==> src/pport_consts.svh <==
// timing counts and constants for the parallel port handshake block
// assumes a 40 MHz system clock (25 ns period)
`ifndef PPORT_CONSTS_SVH
`define PPORT_CONSTS_SVH

`define CLK_PERIOD_NS      25
// wait input must be quiet this long before it counts as settled
`define WAIT_SETTLE_NS     50
`define WAIT_SETTLE_CYC    ((`WAIT_SETTLE_NS + `CLK_PERIOD_NS - 1) / `CLK_PERIOD_NS)
// data setup before strobe falls in fifo mode
`define FIFO_SETUP_NS      600
`define FIFO_SETUP_CYC     ((`FIFO_SETUP_NS + `CLK_PERIOD_NS - 1) / `CLK_PERIOD_NS)
// strobe low pulse width in fifo mode
`define FIFO_PULSE_NS      600
`define FIFO_PULSE_CYC     ((`FIFO_PULSE_NS + `CLK_PERIOD_NS - 1) / `CLK_PERIOD_NS)
// busy/ack quiet time before a level is believed in ecp mode
`define ECP_SETTLE_NS      130
`define ECP_SETTLE_CYC     ((`ECP_SETTLE_NS + `CLK_PERIOD_NS - 1) / `CLK_PERIOD_NS)
`define FIFO_DEPTH         8
`define DATA_W             8

`endif

==> src/pport_pkg.sv <==
// types shared by the parallel port handshake block
// assumes pport_consts.svh for numbers
package pport_pkg;
  typedef enum logic [1:0] {
    MODE_FIFO,
    MODE_ECP,
    MODE_EPP
  } port_mode_t;

  typedef enum {
    ST_IDLE,
    ST_SETUP,
    ST_STROBE,
    ST_WAIT_BUSY_HI,
    ST_WAIT_BUSY_LO,
    ST_REV_IDLE,
    ST_REV_ACK_HI,
    ST_REV_WAIT_ACK_HI,
    ST_EPP_CMD,
    ST_EPP_END
  } hs_state_t;
endpackage : pport_pkg

==> src/byte_stream_if.sv <==
// valid/ready byte stream between the fifo and the handshake engine
// assumes a single clock domain
`timescale 1ns/10ps
interface byte_stream_if #(parameter int W = 8);
  logic         valid;
  logic         ready;
  logic [W-1:0] data;
  modport src (output valid, output data, input ready);
  modport dst (input valid, input data, output ready);
endinterface : byte_stream_if

==> src/byte_fifo.sv <==
// flip-flop fifo with valid/ready on both sides
// assumes one clock and synchronous active-high reset
`timescale 1ns/10ps
module byte_fifo #(
  parameter int W     = 8,
  parameter int DEPTH = 8
) (
  // clock and reset
  input  wire logic i_clk,
  input  wire logic i_rst,
  // streams
  byte_stream_if.dst in_s,
  byte_stream_if.src out_s
);
  localparam int AW = $clog2(DEPTH);

  logic [W-1:0] mem [DEPTH];
  logic [AW-1:0] wr_ptr;
  logic [AW-1:0] rd_ptr;
  logic [AW:0]   count;
  logic          push;
  logic          pop;

  assign in_s.ready  = (count != (AW+1)'(DEPTH));
  assign out_s.valid = (count != '0);
  assign out_s.data  = mem[rd_ptr];
  assign push        = in_s.valid && in_s.ready;
  assign pop         = out_s.valid && out_s.ready;

  always_ff @(posedge i_clk) begin
    if (push) begin
      mem[wr_ptr] <= in_s.data;
    end
  end

  always_ff @(posedge i_clk) begin
    if (i_rst) begin
      wr_ptr <= '0;
      rd_ptr <= '0;
      count  <= '0;
    end else begin
      if (push) begin
        wr_ptr <= (wr_ptr == AW'(DEPTH-1)) ? '0 : wr_ptr + 1'b1;
      end
      if (pop) begin
        rd_ptr <= (rd_ptr == AW'(DEPTH-1)) ? '0 : rd_ptr + 1'b1;
      end
      count <= count + (AW+1)'(push) - (AW+1)'(pop);
    end
  end
endmodule : byte_fifo

==> src/pport_handshake.sv <==
// host-side handshake engine of a multi-mode parallel port
// assumes i_clk at 40 MHz, cable inputs asynchronous, user side on i_clk
//
// Behaviour
// - fifo mode ignores acknowledge; next byte paced by busy and the setup and pulse timers
// - forward idle: strobe held high, peripheral keeps busy low
// - forward: busy low, data then strobe low, busy high, strobe high, busy low
// - reverse idle: peripheral ack high, host autofeed low
// - reverse: autofeed low, ack low, accept and autofeed high, ack high, autofeed low
// - push-pull drive in ecp, open-collector in compatible, switched glitch free
// - epp wait input settled only after 50 ns without transition
// - epp write-direction output stays high outside write cycles
// - reverse transfer stalls by keeping autofeed low when no room
`timescale 1ns/10ps
`include "pport_consts.svh"
module pport_handshake
  import pport_pkg::*;
#(
  parameter int W     = `DATA_W,
  parameter int DEPTH = `FIFO_DEPTH
) (
  // clock and reset
  input  wire logic         i_clk,
  input  wire logic         i_rst,
  // mode and direction control
  input  wire port_mode_t   i_mode,
  input  wire logic         i_reverse,
  input  wire logic         i_epp_write,
  // transmit stream from dma path
  input  wire logic         i_tx_valid,
  input  wire logic [W-1:0] i_tx_data,
  output logic              o_tx_ready,
  // receive stream to dma path
  output logic              o_rx_valid,
  output logic [W-1:0]      o_rx_data,
  input  wire logic         i_rx_ready,
  input  wire logic         i_rx_stop,
  // status
  output logic              o_reverse_req,
  output logic              o_epp_done,
  // cable data lines
  input  wire logic [W-1:0] i_port_data_lines,
  output logic [W-1:0]      o_port_data_lines,
  output logic              o_port_data_oe,
  // cable control outputs (strobe and autofeed open-collector in compatible mode, write always driven)
  output logic              o_strobe_n,
  output logic              o_strobe_oe,
  output logic              o_autofd_n,
  output logic              o_autofd_oe,
  output logic              o_write_n,
  // cable status inputs
  input  wire logic         i_busy,
  input  wire logic         i_ack_n,
  input  wire logic         i_fault_n,
  input  wire logic         i_wait_n
);
  byte_stream_if #(.W(W)) tx_in ();
  byte_stream_if #(.W(W)) tx_out ();

  assign tx_in.valid = i_tx_valid;
  assign tx_in.data  = i_tx_data;
  assign o_tx_ready  = tx_in.ready;

  byte_fifo #(.W(W), .DEPTH(DEPTH)) u_tx_fifo (
    .i_clk (i_clk),
    .i_rst (i_rst),
    .in_s  (tx_in),
    .out_s (tx_out)
  );

  // -------------------------------------------------------------------------
  // input synchronisers
  // -------------------------------------------------------------------------
  logic [3:0]   sync1;
  logic [3:0]   sync2;
  logic [W-1:0] data_s1;
  logic [W-1:0] data_s2;

  always_ff @(posedge i_clk) begin
    if (i_rst) begin
      sync1   <= 4'hF;
      sync2   <= 4'hF;
      data_s1 <= '0;
      data_s2 <= '0;
    end else begin
      sync1   <= {i_busy, i_ack_n, i_fault_n, i_wait_n};
      sync2   <= sync1;
      data_s1 <= i_port_data_lines;
      data_s2 <= data_s1;
    end
  end

  // -------------------------------------------------------------------------
  // settle filters
  // -------------------------------------------------------------------------
  // busy, ack and fault share the ecp settle time; wait uses its own
  localparam logic [7:0] SETTLE_CYC [4] = '{8'(`ECP_SETTLE_CYC), 8'(`ECP_SETTLE_CYC),
                                            8'(`ECP_SETTLE_CYC), 8'(`WAIT_SETTLE_CYC)};
  logic [3:0] filt;
  logic [3:0] prev;

  generate
    for (genvar g = 0; g < 4; g++) begin : g_filt
      logic [7:0] quiet;
      always_ff @(posedge i_clk) begin
        if (i_rst) begin
          quiet   <= '0;
          prev[g] <= 1'b1;
          filt[3-g] <= 1'b1;
        end else begin
          prev[g] <= sync2[3-g];
          if (sync2[3-g] != prev[g]) begin
            quiet <= '0;
          end else if (quiet < SETTLE_CYC[g]) begin
            quiet <= quiet + 8'h01;
          end else begin
            filt[3-g] <= sync2[3-g];
          end
        end
      end
    end
  endgenerate

  logic busy_f;
  logic ack_n_f;
  logic fault_n_f;
  logic wait_n_f;
  assign busy_f    = filt[3];
  assign ack_n_f   = filt[2];
  assign fault_n_f = filt[1];
  assign wait_n_f  = filt[0];

  // -------------------------------------------------------------------------
  // handshake state machine
  // -------------------------------------------------------------------------
  hs_state_t  state;
  logic [7:0] timer;
  logic       rx_pending;

  assign tx_out.ready = (state == ST_IDLE) && !i_reverse && (i_mode != MODE_EPP || i_epp_write);

  always_ff @(posedge i_clk) begin
    if (i_rst) begin
      state             <= ST_IDLE;
      timer             <= '0;
      o_port_data_lines <= '0;
      o_strobe_n        <= 1'b1;
      o_autofd_n        <= 1'b1;
      o_write_n         <= 1'b1;
      o_epp_done        <= 1'b0;
      o_rx_data         <= '0;
    end else begin
      o_epp_done <= 1'b0;
      timer      <= (timer == 8'h00) ? 8'h00 : timer - 8'h01;
      case (state)
        ST_IDLE: begin
          o_strobe_n <= 1'b1;
          o_write_n  <= 1'b1;
          o_autofd_n <= 1'b1;
          if (i_reverse && i_mode == MODE_ECP) begin
            o_autofd_n <= 1'b0;
            state      <= ST_REV_IDLE;
          end else if (tx_out.valid && tx_out.ready) begin
            o_port_data_lines <= tx_out.data;
            timer             <= 8'(`FIFO_SETUP_CYC);
            if (i_mode == MODE_EPP) begin
              o_write_n <= 1'b0;
            end
            state <= ST_SETUP;
          end
        end
        ST_SETUP: begin
          // fifo mode waits for setup time and busy low; ecp waits for busy low only
          if (i_mode == MODE_EPP) begin
            if (!wait_n_f) begin
              o_strobe_n <= 1'b0;
              state      <= ST_EPP_CMD;
            end
          end else if (!busy_f && (i_mode == MODE_ECP || timer == 8'h00)) begin
            o_strobe_n <= 1'b0;
            timer      <= 8'(`FIFO_PULSE_CYC);
            state      <= ST_STROBE;
          end
        end
        ST_STROBE: begin
          if (i_mode == MODE_FIFO) begin
            if (timer == 8'h00) begin
              o_strobe_n <= 1'b1;
              state      <= ST_WAIT_BUSY_LO;
            end
          end else if (busy_f) begin
            o_strobe_n <= 1'b1;
            state      <= ST_WAIT_BUSY_LO;
          end
        end
        ST_WAIT_BUSY_HI: begin
          state <= ST_WAIT_BUSY_LO;
        end
        ST_WAIT_BUSY_LO: begin
          // peripheral takes the byte and drops busy; data held until then
          if (!busy_f) begin
            state <= ST_IDLE;
          end
        end
        ST_REV_IDLE: begin
          o_autofd_n <= 1'b0;
          if (!i_reverse) begin
            state <= ST_IDLE;
          end else if (!ack_n_f && !rx_pending && !i_rx_stop) begin
            o_rx_data  <= data_s2;
            o_autofd_n <= 1'b1;
            state      <= ST_REV_WAIT_ACK_HI;
          end
        end
        ST_REV_WAIT_ACK_HI: begin
          if (ack_n_f) begin
            o_autofd_n <= 1'b0;
            state      <= ST_REV_IDLE;
          end
        end
        ST_EPP_CMD: begin
          if (wait_n_f) begin
            o_strobe_n <= 1'b1;
            o_epp_done <= 1'b1;
            state      <= ST_EPP_END;
          end
        end
        ST_EPP_END: begin
          o_write_n <= 1'b1;
          state     <= ST_IDLE;
        end
        default: begin
          state <= ST_IDLE;
        end
      endcase
    end
  end

  // received byte held until the dma path takes it
  always_ff @(posedge i_clk) begin
    if (i_rst) begin
      rx_pending <= 1'b0;
    end else if (state == ST_REV_IDLE && !ack_n_f && !rx_pending && !i_rx_stop && i_reverse) begin
      rx_pending <= 1'b1;
    end else if (i_rx_ready) begin
      rx_pending <= 1'b0;
    end
  end
  assign o_rx_valid = rx_pending;

  // reversal request may come at any moment in ecp mode forward phase
  always_ff @(posedge i_clk) begin
    if (i_rst) begin
      o_reverse_req <= 1'b0;
    end else begin
      o_reverse_req <= (i_mode == MODE_ECP) && !i_reverse && !fault_n_f;
    end
  end

  // -------------------------------------------------------------------------
  // output drivers
  // -------------------------------------------------------------------------
  // enables are registered so a mode change cannot glitch a pin
  logic push_pull;
  always_ff @(posedge i_clk) begin
    if (i_rst) begin
      push_pull      <= 1'b0;
      o_port_data_oe <= 1'b1;
    end else begin
      push_pull      <= (i_mode != MODE_FIFO);
      o_port_data_oe <= !i_reverse && !(i_mode == MODE_EPP && !i_epp_write);
    end
  end
  assign o_strobe_oe = push_pull || !o_strobe_n;
  assign o_autofd_oe = push_pull || !o_autofd_n;
endmodule : pport_handshake

==> config.mk <==
export PLATFORM = sky130hd
export DESIGN_NAME = pport_handshake
export DESIGN_NICKNAME = d
export VERILOG_FILES = /design/src/pport_pkg.sv /design/src/byte_stream_if.sv /design/src/byte_fifo.sv /design/src/pport_handshake.sv
export VERILOG_INCLUDE_DIRS = /design/src /design/src/src
export SDC_FILE = /design/constraint.sdc
export NUM_CORES = 1
export LEC_CHECK = 0
export BUFFER_PORTS_ARGS = -buffer_cell sky130_fd_sc_hd__buf_4
export CORE_ASPECT_RATIO = 1.5
export CORE_MARGIN = 1.5
export CORE_UTILIZATION = 30
export CTS_BUF_LIST = sky130_fd_sc_hd__clkbuf_8
export DETAILED_ROUTE_END_ITERATION = 16
export HOLD_SLACK_MARGIN = 0.08
export PLACE_DENSITY_LB_ADDON = 0.12
export RECOVER_POWER = 100
export SYNTH_ARGS = -nofsm -noshare
export SYNTH_HDL_FRONTEND = slang
export SYNTH_HIERARCHICAL = 1
export SYNTH_SLANG_ARGS = --single-unit
==> constraint.sdc <==
create_clock -name i_clk -period 4.6 [get_ports i_clk]
set_input_delay 0 -clock i_clk [delete_from_list [all_inputs] [get_ports i_clk]]
set_output_delay 0 -clock i_clk [all_outputs]
set_load 0.03 [all_outputs]
-- After elaboration in Yosys (flattened, before gate mapping)
Memories as Yosys holds them, arrays and structs flattened. A register that Yosys moved wholly into a read port is not among the register bits.
Index checks and enable logic that the tools add are counted.
- register bits: 130
- bits in latches: 0
- RAM bits: 64
- memory bits (read-only): 0
- bits of input ports: 29
- output and inout bits: 26
- memories kept: 1
- $add $sub $neg: 9
- multiply operators: 0
- divide/modulo/power cells: 0
- $lt $le $gt $ge: 4
- eq/ne operators: 28
- shift operators: 0
- multiplexer cells: 44
- bitwise logic cells: 10
- reduce and logical (&&, ||, !) cells: 54
- memory list (name ; depth ; width ; read ports ; clocked after memory_dff ; wr ports ; RTL line ; source):
    u_tx_fifo.mem ; 8 ; 8 ; 1 ; 1 ; 1 ; byte_fifo.sv:17 ; logic [W-1:0] mem [DEPTH];
- operators with widths (cell ; count):
    32-bit 2-to-1 mux ; 13
    32-bit one-hot mux with 8 select lines ; 1
    32-bit by 3-bit equality test with 1-bit output, second input constant ; 3
    32-bit by 4-bit equality test with 1-bit output, second input constant ; 3
    32-bit by 2-bit equality test with 1-bit output, second input constant ; 2
    32-bit zero test ; 2
    8-bit 2-to-1 mux ; 5
    8-bit by 1-bit adder with 8-bit output, second input constant ; 4
    32-bit by 1-bit equality test with 1-bit output, second input constant ; 1
    8-bit by 3-bit < comparator with 1-bit output, second input constant ; 3
    1-bit 2-to-1 mux ; 19
    1-bit logical AND ; 16
    8-bit one-hot mux with 2 select lines ; 1
    3-bit != test, second input constant ; 5
    1-bit zero test ; 10
    1-bit inverter ; 10
    2-bit AND reduction ; 5
    2-bit OR reduction ; 5
    9-bit AND reduction ; 1
    8-bit zero test ; 1
    8-bit by 2-bit < comparator with 1-bit output, second input constant ; 1
    2-bit != test, second input constant ; 4
    4-bit nonzero test ; 2
    8-bit by 1-bit subtractor with 8-bit output, second input constant ; 1
    19 further kinds ; 31

-- Depth between registers and ports, before layout
Gate-level depths: netlist of run 1.
- depth after elaboration: 7
- depth in mapped cells: 11
- gate-level depth less buffers: 10

-- Modules after synthesis
Netlist of run 1, hierarchy kept.
- by module, submodules not included (module ; instances ; cells an instance ; area an instance (µm²) ; sequential area each (µm²)):
    pport_handshake ; 1 ; 381 ; 3808.7 ; 2001.9
    byte_fifo ; 1 ; 169 ; 3188.1 ; 2182.1

-- Least setup slack after synthesis of run 1
Ideal clock, no wire load.
- kind: register -> register
- start point: register state[1]
- end point: register u_tx_fifo.count[1]
- setup time: 0.125 ns
- arrival: 2.431 ns
- data required time: 4.475 ns
- setup slack: 2.043 ns
- stages on the path, launching flop included: 11
- buffers on the path: 2
- period minus slack after synthesis: 2.557 ns
- cell sequence: dfxtp_1 -> buf_6 -> or4_4 -> nor3_2 -> and2_1 -> clkbuf_1 -> ha_1 -> inv_1 -> ha_1 -> fa_1 -> nor2b_1
- cells in the longest elaborated chain, start to end: 5
- ends and longest elaborated chain (item ; RTL line ; source):
    from (decl) ; pport_handshake.sv:136 ; hs_state_t state;
    from (signal assigned) ; pport_handshake.sv:144 ; state <= ST_IDLE;
    from (signal assigned) ; pport_handshake.sv:162 ; state <= ST_REV_IDLE;
    from (signal assigned) ; pport_handshake.sv:169 ; state <= ST_SETUP;
    32-bit zero test ; pport_handshake.sv:140 ; assign tx_out.ready = (state == ST_IDLE) && !i_reverse && (i_mode != MODE_EPP || i_epp_write);
    1-bit logical AND (2 in a row) ; pport_handshake.sv:140 ;
    named net tx_out.ready ; byte_stream_if.sv:6 ; logic ready;
    1-bit logical AND ; byte_fifo.sv:28 ; assign pop = out_s.valid && out_s.ready;
    4-bit by 1-bit subtractor with 4-bit output ; byte_fifo.sv:48 ; count <= count + (AW+1)'(push) - (AW+1)'(pop);
    to (signal assigned) ; byte_fifo.sv:48 ;
    to (decl) ; byte_fifo.sv:20 ; logic [AW:0] count;
The timed path passes the listed nets, and every way through them passes these cells.
A chain may end at the register's enable or synchronous reset.

-- Worst setup path after layout of run 1
- start point: register state[3]
- end point: register timer[7]
- cells in the longest elaborated chain, start to end: 7
- elaborated cells between the ends (all ways): 9
- those cells by class: eq/ne (1); mux (3); reduce/logical (5)
- ends and longest elaborated chain (item ; RTL line ; source):
    32-bit zero test ; pport_handshake.sv:140 ;
    1-bit logical AND (2 in a row) ; pport_handshake.sv:140 ;
    named net tx_out.ready ; byte_stream_if.sv:6 ;
    1-bit logical AND ; pport_handshake.sv:163 ; end else if (tx_out.valid && tx_out.ready) begin
    8-bit 2-to-1 mux ; pport_handshake.sv:163 ;
    8-bit 2-to-1 mux ; pport_handshake.sv:160 ; if (i_reverse && i_mode == MODE_ECP) begin
    8-bit one-hot mux with 2 select lines ; pport_handshake.sv:155 ; case (state)
    to (signal assigned) ; pport_handshake.sv:154 ; timer <= (timer == 8'h00) ? 8'h00 : timer - 8'h01;
    to (signal assigned) ; pport_handshake.sv:165 ; timer <= 8'(`FIFO_SETUP_CYC);
    to (signal assigned) ; pport_handshake.sv:181 ; timer <= 8'(`FIFO_PULSE_CYC);
    to (decl) ; pport_handshake.sv:137 ; logic [7:0] timer;
The timed path passes the listed nets, and every way through them passes these cells.

==> results of run 1 <==
[repair_timing]
| action | 4_1_cts | 5_1_grt |
|---|---|---|
| endpoints found under the hold margin | 88 | 0 |
| hold buffers | 28 | 0 |
| setup buffers | 0 | 0 |
[registers in the layout, summed over array words and instances, names as in the netlist, 8 cells and up, named ones only]
name / cells
u_tx_fifo/mem: 64
g_filt.quiet: 32
timer: 8
o_rx_data: 8
o_port_data_lines: 8
data_s1: 8
data_s2: 8
[kinds of logic (layout without fill, tap and decap cells)]
| logic type | after synthesis | count (layout) |
|---|---|---|
| and+or+nand+nor | 198 | 198 |
| muxes | 50 | 50 |
| adders and majority gates | 17 | 17 |
| xor gates and xnor gates | 17 | 17 |
| DFF | 177 | 177 |
| buffers and inverters | 37 | 130 |
| AOI/OAI and AO/OA | 54 | 54 |
[cell usage after synthesis (all sizes together) (2+ instances only)]
| library cell | number |
|---|---|
| nand3b | 2 |
| o21ai | 9 |
| and2 | 2 |
| a31oi | 3 |
| xor2 | 7 |
| nor4b | 2 |
| a41oi | 2 |
| edfxtp | 64 |
| ha | 16 |
| or3b | 5 |
| buf | 10 |
| clkbuf | 14 |
| or3 | 3 |
| nand2 | 16 |
| o21a | 2 |
| nor2b | 22 |
| nand2b | 20 |
| xnor2 | 10 |
| a21oi | 22 |
| mux2 | 9 |
| nand3 | 11 |
| mux4 | 16 |
| nor3 | 9 |
| mux2i | 25 |
| dfxtp | 113 |
| nor2 | 51 |
| or4 | 5 |
| a221oi | 2 |
| inv | 13 |
| or2 | 12 |
| o31ai | 2 |
| a311oi | 2 |
| and3 | 24 |
| nor4 | 9 |
| a211o | 2 |
[metal layers]
metal	track usage [%]	part of all wire, %	vias to the layer above
met5	0	0	-
met4	4.88	2.0	0
met3	3.04	3.3	25
met2	23.3	53	80
met1	14.4	42	2142
li1	-	-	2149
[power breakdown]
| group | internal, W | switching [W] |
|---|---|---|
| registers | 0.00178 | 0.000140 |
| logic | 0.000420 | 0.000547 |
| clock network | 0.000457 | 0.000566 |
| total | 0.00266 | 0.00125 |
[cell type report]
type / count / area (um^2) / area share, %
Clock buffer: 19 / 262 / 3.23
Multi-Input combinational cell: 336 / 2580 / 31.8
Sequential cell: 177 / 4180 / 51.7
Inverter: 13 / 48.8 / 0.603
Clock inverter: 13 / 110 / 1.36
Timing Repair Buffer: 85 / 566 / 6.98
Tap cell: 280 / 350 / 4.33
[path summary, 6_finish.rpt]
check,from,endpoint,slack (ns),depth (start not counted)
worst min-delay path,i_rst,o_rx_data[7]$_SDFFE_PP0P_,0.04,2
worst max-delay path,state[3]$_SDFFE_PP0P_,timer[7]$_SDFF_PP0_,1.62,5
worst min register to register,sync1[3]$_SDFF_PP1_,sync2[3]$_SDFF_PP1_,0.42,1
worst max register to register,state[3]$_SDFFE_PP0P_,timer[7]$_SDFF_PP0_,1.62,5
[stage by stage]
stage               std cells  hold WS (ns)  power, W  worst slack [ns]  cell area, um^2
finish                    923        0.0430   0.00391              1.62             8100
global placement          863         0.188   0.00297              1.92             7630
CTS                       923        0.0815   0.00404              1.84             8290
global route              923         0.118   0.00416              1.38             8100
floorplan                 550        0.0989   0.00272              2.04             7000
detailed placement        863         0.193   0.00298              1.87             7630
[critical path: cells and delay by family, from the launching register on]
family | cells | cell delay [ns]
simple gates | 5 | 2.41
flops | 1 | 0.45
==> run_results.csv, run 1 <==
group,metric,value,unit
grt,grt_pass1_vias,4588,
power,p_leak,3.08,nW
synth,synth-compound-area-share,5.06,%
synth,syn-num-nets,596,
layout,layout_commonest_cell,"dfxtp_1",
sta,fin_crit_sh,64.7,%
sta,fmax,0.336,GHz
synth,synth_area_leaders,"dfxtp_1, edfxtp_1, mux4_1",
drt,avgViaCountPerCell,4.76,
place,port_buffers,54,
flow_run,cap_violations,1,
critical_path,max_stage_delay,0.89,ns
sta,worstMarginPinSlew,1.70,ns
critical_path,crit_top_cell,"or4_1",
sta,min_period,2.98,ns
synth,yosys_most_used_dff,"dfxtp_1",
die,row_count,68,
place,gp_congestion,0.818,
synth,yosysWarningCount,6,
grt,antenna_found_initial,0,
die,core_region_area,23000,um^2
drt,num_vias,4396,
synth,syn_inst,550,
hold_path,min_path_type,"primary input to flip-flop",
synth,synthMuxAreaShare,11.0,%
die,die_area,24300,um^2
layout,fillers,2329,
critical_path,crit_chain,"or4_1, nor3_1, and2_0, or4_1, nor2_2",
clock_network,cts-buffers-inserted,17,
clock_network,path_clk_slew,0.09,ns
synth,synth_cell_types,63,
power,p_per_area,483,nW/um^2
clock_network,root_buffer,"clkbuf_8",
drt,drt_iter0_drc,127,
layout,post-route-util,35.3,%
critical_path,cpMaxStageDelayCell,"and2_0",
die,ioPinCount,55,
place,dp_hpwl,9.94,mm
sta,tns,0,ns
die,initial_utilization,30.5,%
sta,finClkSkew,0.0139,ns
synth,yosysTopAreaCell,"dfxtp_1",
grt,grt_usage,12.8,%
synth,syn-cell-area,7000,um^2
clock_network,cts.repair.resized,0,
layout,nets,676,
critical_path,crit_fanout,15,
layout,drive_above_1_share,12.8,%
grt,grt_start_max_net_pins,77,
synth,yosysSeqAreaShare,59.8,%
drt,dr.pass1.iters,4,
synth,synth_top_area_share,32.3,%
synth,synth-xor-area-share,2.13,%
synth,async_flop_share,0,%
layout,area_delta_synth_final,15.8,%
grt,overflow,0,
layout,layout_common_cells,"dfxtp_1, edfxtp_1, nor2_1, clkbuf_1, dlygate4sd3_1",
synth,synthSimpleGateAreaFrac,16.0,%
die,die_x,128,um
power,ir_drop,0.215,mV
sta,grt_setup_unrepaired,"no",
synth,synthAdderAreaFrac,3.15,%
clock_network,clock-sinks,177,
clock_network,ctsLongestPathBuffers,2,
synth,avgSynthCellArea,12.7,um^2
critical_path,cp-end-kind,"flip-flop",
critical_path,required,4.95,ns
critical_path,cp-start-kind,"flip-flop",
clock_network,cts.htree.levels,4,
die,fp.dieH,190,um
synth,synth_top_family_by_area,"simple AND/OR/NAND/NOR gates",
drt,detail_route.wl_per_cell,15.9,um
synth,yosys_register_bits,177,
drt,routed_wl,14.6,mm
drt,drc,0,
layout,n_antenna_cell,0,
clock_network,cts_tree,"built",
sta,finalSetupViolCount,0,
clock_network,clkLatencyLatePin,0.46,ns
sta,hold_viol,0,
critical_path,crit_type,"flip-flop to flip-flop",
run_status,status,"finished, violations left",
sta,drv_slew,9,
grt,grt_first_pass_wirelength,23.6,mm
drt,ant_nets,0,
synth,synth_edf_count,64,
sta,slew-limit-headroom,-14.3,%
critical_path,arrival,3.33,ns
run_status,violations,"capacitance limit, slew limit",
(Power assumes the default switching activity.)
==> inputs of run 2 (changes only) <==
clock period = 2.7 ns   (was 4.6 ns; I/O delays follow)
==> run 2 against run 1 <==
  * The run now ends clean
  * Worst setup slack got worse by 1.4 ns
  * Flip-flop and latch count is the same
  * Sequential share of layout area shrank 1.0 points
  * Fmax is 18% higher
  * Register-to-register slack got worse by 1.4 ns
  * Via count is 1.2% higher
  * Global-route usage is 0.46 points higher
  * Clock skew down 0.0028 ns
  * Final cell count is 2.0% higher
  * Cell area rose by 2.0%
  * Critical path depth increased by 3
  * Clock power up 78%
  * Largest power group unchanged
==> run_results.csv, run 2 (synthesis results as in run 1) <==
group,metric,value,unit
hold_path,holdPathStages,5,
grt,grt_pass1_vias,4661,
drt,drc,0,
place,gp_congestion,0.827,
clock_network,postCtsSetupBuffers,0,
hold_path,min_path_type,"primary input to flip-flop",
layout,nets,694,
drt,detail_route.wl_per_cell,16.2,um
flow_run,cap_violations,0,
layout,fillers,2277,
critical_path,crit_fanout,4,
critical_path,required,3.03,ns
hold_path,min-delay-start,"i_mode[0]",
place,port_buffers,54,
sta,grt_setup_unrepaired,"no",
layout,final_cell_area,8260,um^2
clock_network,path_clk_slew,0.09,ns
critical_path,cp-end-kind,"flip-flop",
layout,seq_area,4180,um^2
layout,layout_common_cells,"dfxtp_1, edfxtp_1, nor2_1, clkbuf_1, dlygate4sd3_1",
grt,grt_start_max_net_pins,52,
power,ir_drop,0.280,mV
layout,layout_commonest_cell,"dfxtp_1",
die,die_area,24300,um^2
critical_path,cp-start-kind,"flip-flop",
power,p_leak,3.16,nW
clock_network,cts-buffers-inserted,17,
layout,multiInputGateArea,2600,um^2
layout,drive_above_1_share,13.9,%
sta,slew-limit-headroom,23.0,%
power,p_per_area,822,nW/um^2
die,fp.dieH,190,um
clock_network,clkLatencyLatePin,0.45,ns
sta,hold_viol,0,
die,ioPinCount,55,
power,switchingPower,0.00216,W
critical_path,arrival,2.85,ns
drt,drt_iter0_drc,156,
grt,grt_usage,13.3,%
critical_path,reg2reg_slack,0.18,ns
layout,largest_register,"u_tx_fifo/mem",
layout,reg_top3,"u_tx_fifo/mem (64), g_filt.quiet (32)",
run_status,status,"finished clean",
critical_path,r2r-end,"u_tx_fifo/count[1]$_SDFF_PP0_",
clock_network,cts.repair.resized,0,
clock_network,ctsLongestPathBuffers,2,
drt,num_vias,4448,
place,placed_area,7710,um^2
sta,fin_crit_sh,93.2,%
layout,area_delta_synth_final,18.1,%
sta,finalSetupViolCount,0,
sta,fmax,0.397,GHz
sta,worstMarginPinSlew,1.15,ns
drt,ant_nets,0,
layout,n_antenna_cell,0,
clock_network,root_buffer,"clkbuf_8",
place,dp_hpwl,10.4,mm
sta,hold_slack,0.171,ns
drt,dr.pass1.iters,5,
critical_path,crit_type,"flip-flop to flip-flop",
clock_network,clock-sinks,177,
sta,tns,0,ns
critical_path,r2r-start,"state[3]$_SDFFE_PP0P_",
layout,largest_reg_flops,64,
sta,finClkSkew,0.0111,ns
clock_network,cts.htree.levels,4,
power,internal_power,0.00463,W
die,die_x,128,um
power,clockPowerShare,26.7,%
power,pwr-share-seq,47.5,%
critical_path,reg2reg_depth,8,
power,comb_power_share,25.7,%
die,core_region_area,23000,um^2
grt,antenna_found_initial,0,
die,initial_utilization,30.5,%
clock_network,cts_tree,"built",
sta,drv_slew,0,
grt,grt_first_pass_wirelength,24.5,mm
drt,avgViaCountPerCell,4.73,
die,row_count,68,
drt,routed_wl,15.3,mm
power,p_sw_share,31.9,%
clock_network,cts_hold_buf,34,
grt,overflow,0,
sta,min_period,2.52,ns
==> run 2: per-stage QoR <==
stage,total power (W),util (%),std cells,setup WS (ns)
floorplan,0.00464,-,550,0.143
global placement,0.00508,33.6,875,0.299
detailed placement,0.00513,33.6,875,0.246
CTS,0.00702,36.7,941,0.234
global route,0.00720,36.0,941,0.0851
finish,0.00679,36.0,941,0.182
==> run 2: metal layers <==
metal  global-route usage, %  part of all wire [%]  vias up
li1                        -                     -     2182
met1                    15.1                    43     2187
met2                    23.7                    52       59
met3                    3.32                   2.7       20
met4                    5.32                   1.9        0
met5                       0                     0        -
==> run 2: how the worst max path moves through the flow <==
stage	from	end	cells after the start	slack (ns)
after floorplan	state[1]$_SDFFE_PP0P_	u_tx_fifo/count[1]$_SDFF_PP0_	10	0.14
after global placement	state[3]$_SDFFE_PP0P_	u_tx_fifo/count[1]$_SDFF_PP0_	8	0.30
after detailed placement	state[3]$_SDFFE_PP0P_	u_tx_fifo/count[1]$_SDFF_PP0_	8	0.25
after CTS	state[3]$_SDFFE_PP0P_	u_tx_fifo/count[1]$_SDFF_PP0_	8	0.23
after global routing	state[3]$_SDFFE_PP0P_	u_tx_fifo/count[1]$_SDFF_PP0_	8	0.09
final	state[3]$_SDFFE_PP0P_	u_tx_fifo/count[1]$_SDFF_PP0_	8	0.18
==> run 2: layout make-up <==
cell class              instances  area share [%]
inverters                      13           0.591
clock buffers                  18            3.00
repair buffers                103            8.39
well taps                     280            4.24
clock inverters                14            1.68
multi-input cells             336            31.4
flip-flops and latches        177            50.7
==> run 2: power groups by stage <==
stage / Combinational (W) / Clock [W] / Sequential, W
3_3_place_gp: 0.00180 / 0 / 0.00328
4_1_cts: 0.00188 / 0.00190 / 0.00324
3_5_place_dp: 0.00183 / 0 / 0.00330
5_1_grt: 0.00194 / 0.00199 / 0.00327
2_1_floorplan: 0.00132 / 0 / 0.00332
6_report: 0.00175 / 0.00182 / 0.00323
==> run 2: worst max-delay path, cell delays in order, from the launching register on <==
cell and delay (ns):
dfxtp_1 0.32, or4_1 0.59, nor3_2 0.27, and2_0 0.21
ha_1 0.24, inv_1 0.05, ha_1 0.18, fa_1 0.41
nor2b_1 0.13
==> inputs of run 3 (changes only) <==
ABC_AREA = 1   (was not set)
==> run 3 against run 2 <==
  * Cell area up 4.5%
  * Sequential power up 3%
  * Highest routed layer unchanged
  * Clock power is 3% lower
  * Worst setup slack gained 0.17 ns
  * Die area grew 4.4%
  * Combinational power up 22%
  * Clock-buffer cell count shrank 1
  * Largest power group unchanged
  * Fmax rose by 7.4%
  * Area after synthesis grew 4.5%
  * Critical path depth increased by 2
==> run_results.csv, run 3 <==
group,metric,value,unit
synth,yosys_most_used_dff,"dfxtp_1",
sta,min_period,2.34,ns
critical_path,startpoint,"state[1]$_SDFFE_PP0P_",
sta,hold_viol,0,
die,die_area,25300,um^2
grt,grt_usage,13.6,%
clock_network,cts.repair.resized,0,
clock_network,cts-buffers-inserted,17,
die,ioPinCount,55,
sta,drv_slew,0,
place,port_buffers,54,
drt,avgViaCountPerCell,4.19,
drt,drt_iter0_drc,191,
synth,yosys_register_bits,177,
power,total_power,0.00723,W
die,row_count,69,
layout,area_delta_synth_final,18.1,%
critical_path,required,3.03,ns
synth,yosysTopAreaCell,"dfxtp_1",
drt,ant_nets,0,
grt,grt_pass1_vias,5203,
sta,finalSetupViolCount,0,
layout,largest_register,"u_tx_fifo/mem",
layout,final_cells,1279,
layout,post-route-util,36.2,%
die,core_region_area,23800,um^2
synth,syn_inst,842,
clock_network,postCtsSetupBuffers,0,
sta,fin_crit_sh,86.8,%
drt,drc,0,
grt,antenna_found_initial,0,
clock_network,path_clk_slew,0.09,ns
clock_network,clkLatencyLatePin,0.46,ns
grt,grt_first_pass_wirelength,25.9,mm
synth,synthTopCellsByCount,"nand2_1, inv_1, nor2_1",
clock_network,cts_tree,"built",
synth,yosysMostFrequentCell,"nand2_1",
layout,drive_above_1_share,8.13,%
clock_network,clock-sinks,177,
critical_path,crit_fanout,6,
synth,async_flop_share,0,%
layout,largest_reg_flops,64,
synth,synth_edf_count,64,
synth,syn-cell-area,7310,um^2
run_status,status,"finished clean",
critical_path,cp-start-kind,"flip-flop",
clock_network,cts.htree.levels,4,
die,initial_utilization,30.7,%
critical_path,arrival,2.67,ns
critical_path,r2r-start,"state[1]$_SDFFE_PP0P_",
sta,finClkSkew,0.0160,ns
layout,layout_common_cells,"nand2_1, inv_1, nor2_1, dfxtp_1, edfxtp_1",
synth,yosysSeqAreaShare,57.2,%
power,p_leak,3.86,nW
grt,overflow,0,
layout,reg_top3,"u_tx_fifo/mem (64), g_filt.quiet (32)",
drt,dr.pass1.iters,4,
layout,nets,993,
die,die_x,130,um
grt,grt_start_max_net_pins,42,
place,gp_congestion,0.792,
clock_network,ctsLongestPathBuffers,2,
hold_path,min_path_type,"primary input to flip-flop",
synth,synth_area_leaders,"dfxtp_1, edfxtp_1, nand2_1",
synth,synth_top_area_share,30.9,%
drt,routed_wl,16.0,mm
critical_path,crit_type,"flip-flop to flip-flop",
critical_path,cp-end-kind,"flip-flop",
place,placed_cells,1209,
power,ir_drop,0.441,mV
drt,detail_route.wl_per_cell,12.5,um
sta,worstMarginPinSlew,0.899,ns
critical_path,reg2reg_slack,0.36,ns
drt,num_vias,5361,
synth,syn-num-nets,888,
flow_run,cap_violations,0,
layout,n_antenna_cell,0,
power,p_per_area,837,nW/um^2
layout,layout_commonest_cell,"nand2_1",
clock_network,root_buffer,"clkbuf_8",
synth,avgSynthCellArea,8.68,um^2
sta,fmax,0.426,GHz
synth,yosysWarningCount,6,
hold_path,min-delay-start,"i_wait_n",
sta,tns,0,ns
die,fp.dieH,194,um
sta,slew-limit-headroom,40.1,%
sta,grt_setup_unrepaired,"no",
place,dp_hpwl,10.8,mm
synth,synth_cell_types,43,
run 3: cells by family after synthesis:
| kind of cell | count (synthesis) | share of synthesized area, % |
|---|---|---|
| AOI/OAI and AO/OA | 61 | 4.83 |
| adders and majority gates | 17 | 3.01 |
| xor gates and xnor gates | 12 | 1.44 |
| DFF | 177 | 57.2 |
| and+or+nand+nor | 402 | 23.7 |
| buffers and inverters | 173 | 9.77 |
run 3: metrics by stage:
step	worst slack, ns	cell area, um^2	hold slack (ns)
2_1_floorplan	0.622	7310	0.0712
3_3_place_gp	0.461	8090	0.186
3_5_place_dp	0.429	8090	0.186
4_1_cts	0.411	8840	0.217
5_1_grt	0.153	8630	0.245
6_report	0.355	8630	0.272
run 3: area by class of cell:
type                    instances  area, um^2
clock buffers                  17         234
clock inverters                15         145
fillers                      2581       15200
inverters                     153         579
multi-input cells             492        2370
flip-flops and latches        177        4180
well taps                     319         399
repair buffers                106         726
run 3: per-layer routing:
metal	vias to the layer above	global-route usage [%]	part of all wire [%]
met5	-	0	0
met4	0	5.05	2.2
met3	21	3.04	3.1
met2	88	25.2	53
met1	2420	14.6	42
li1	2832	-	-
run 3: worst max-delay path: stages (launching register included):
cell      delay (ns)
dfxtp_1         0.36
nor2_1          0.28
nand3b_1        0.17
nor2_4          0.16
a21boi_2        0.25
ha_1            0.26
inv_1           0.05
ha_1            0.18
fa_1            0.41
inv_1           0.06
nor2_1          0.03
run 3: power by group:
group	switching, W	internal [W]	total [W]
clock network	0.000946	0.000814	0.00176
registers	0.000240	0.00309	0.00333
logic	0.00140	0.000741	0.00214
run 3: repair_timing:
action,4_1_cts,5_1_grt
endpoints found under the setup margin,0,0
endpoints found under the hold margin,109,0
hold buffers,38,0
run 3: path summary, 6_finish.rpt:
check,to,depth (start not counted)
min reg2reg,data_s2[6]$_SDFF_PP0_,2
max,u_tx_fifo/count[1]$_SDFF_PP0_,10
max reg2reg,u_tx_fifo/count[1]$_SDFF_PP0_,10
min,sync1[0]$_SDFF_PP1_,3
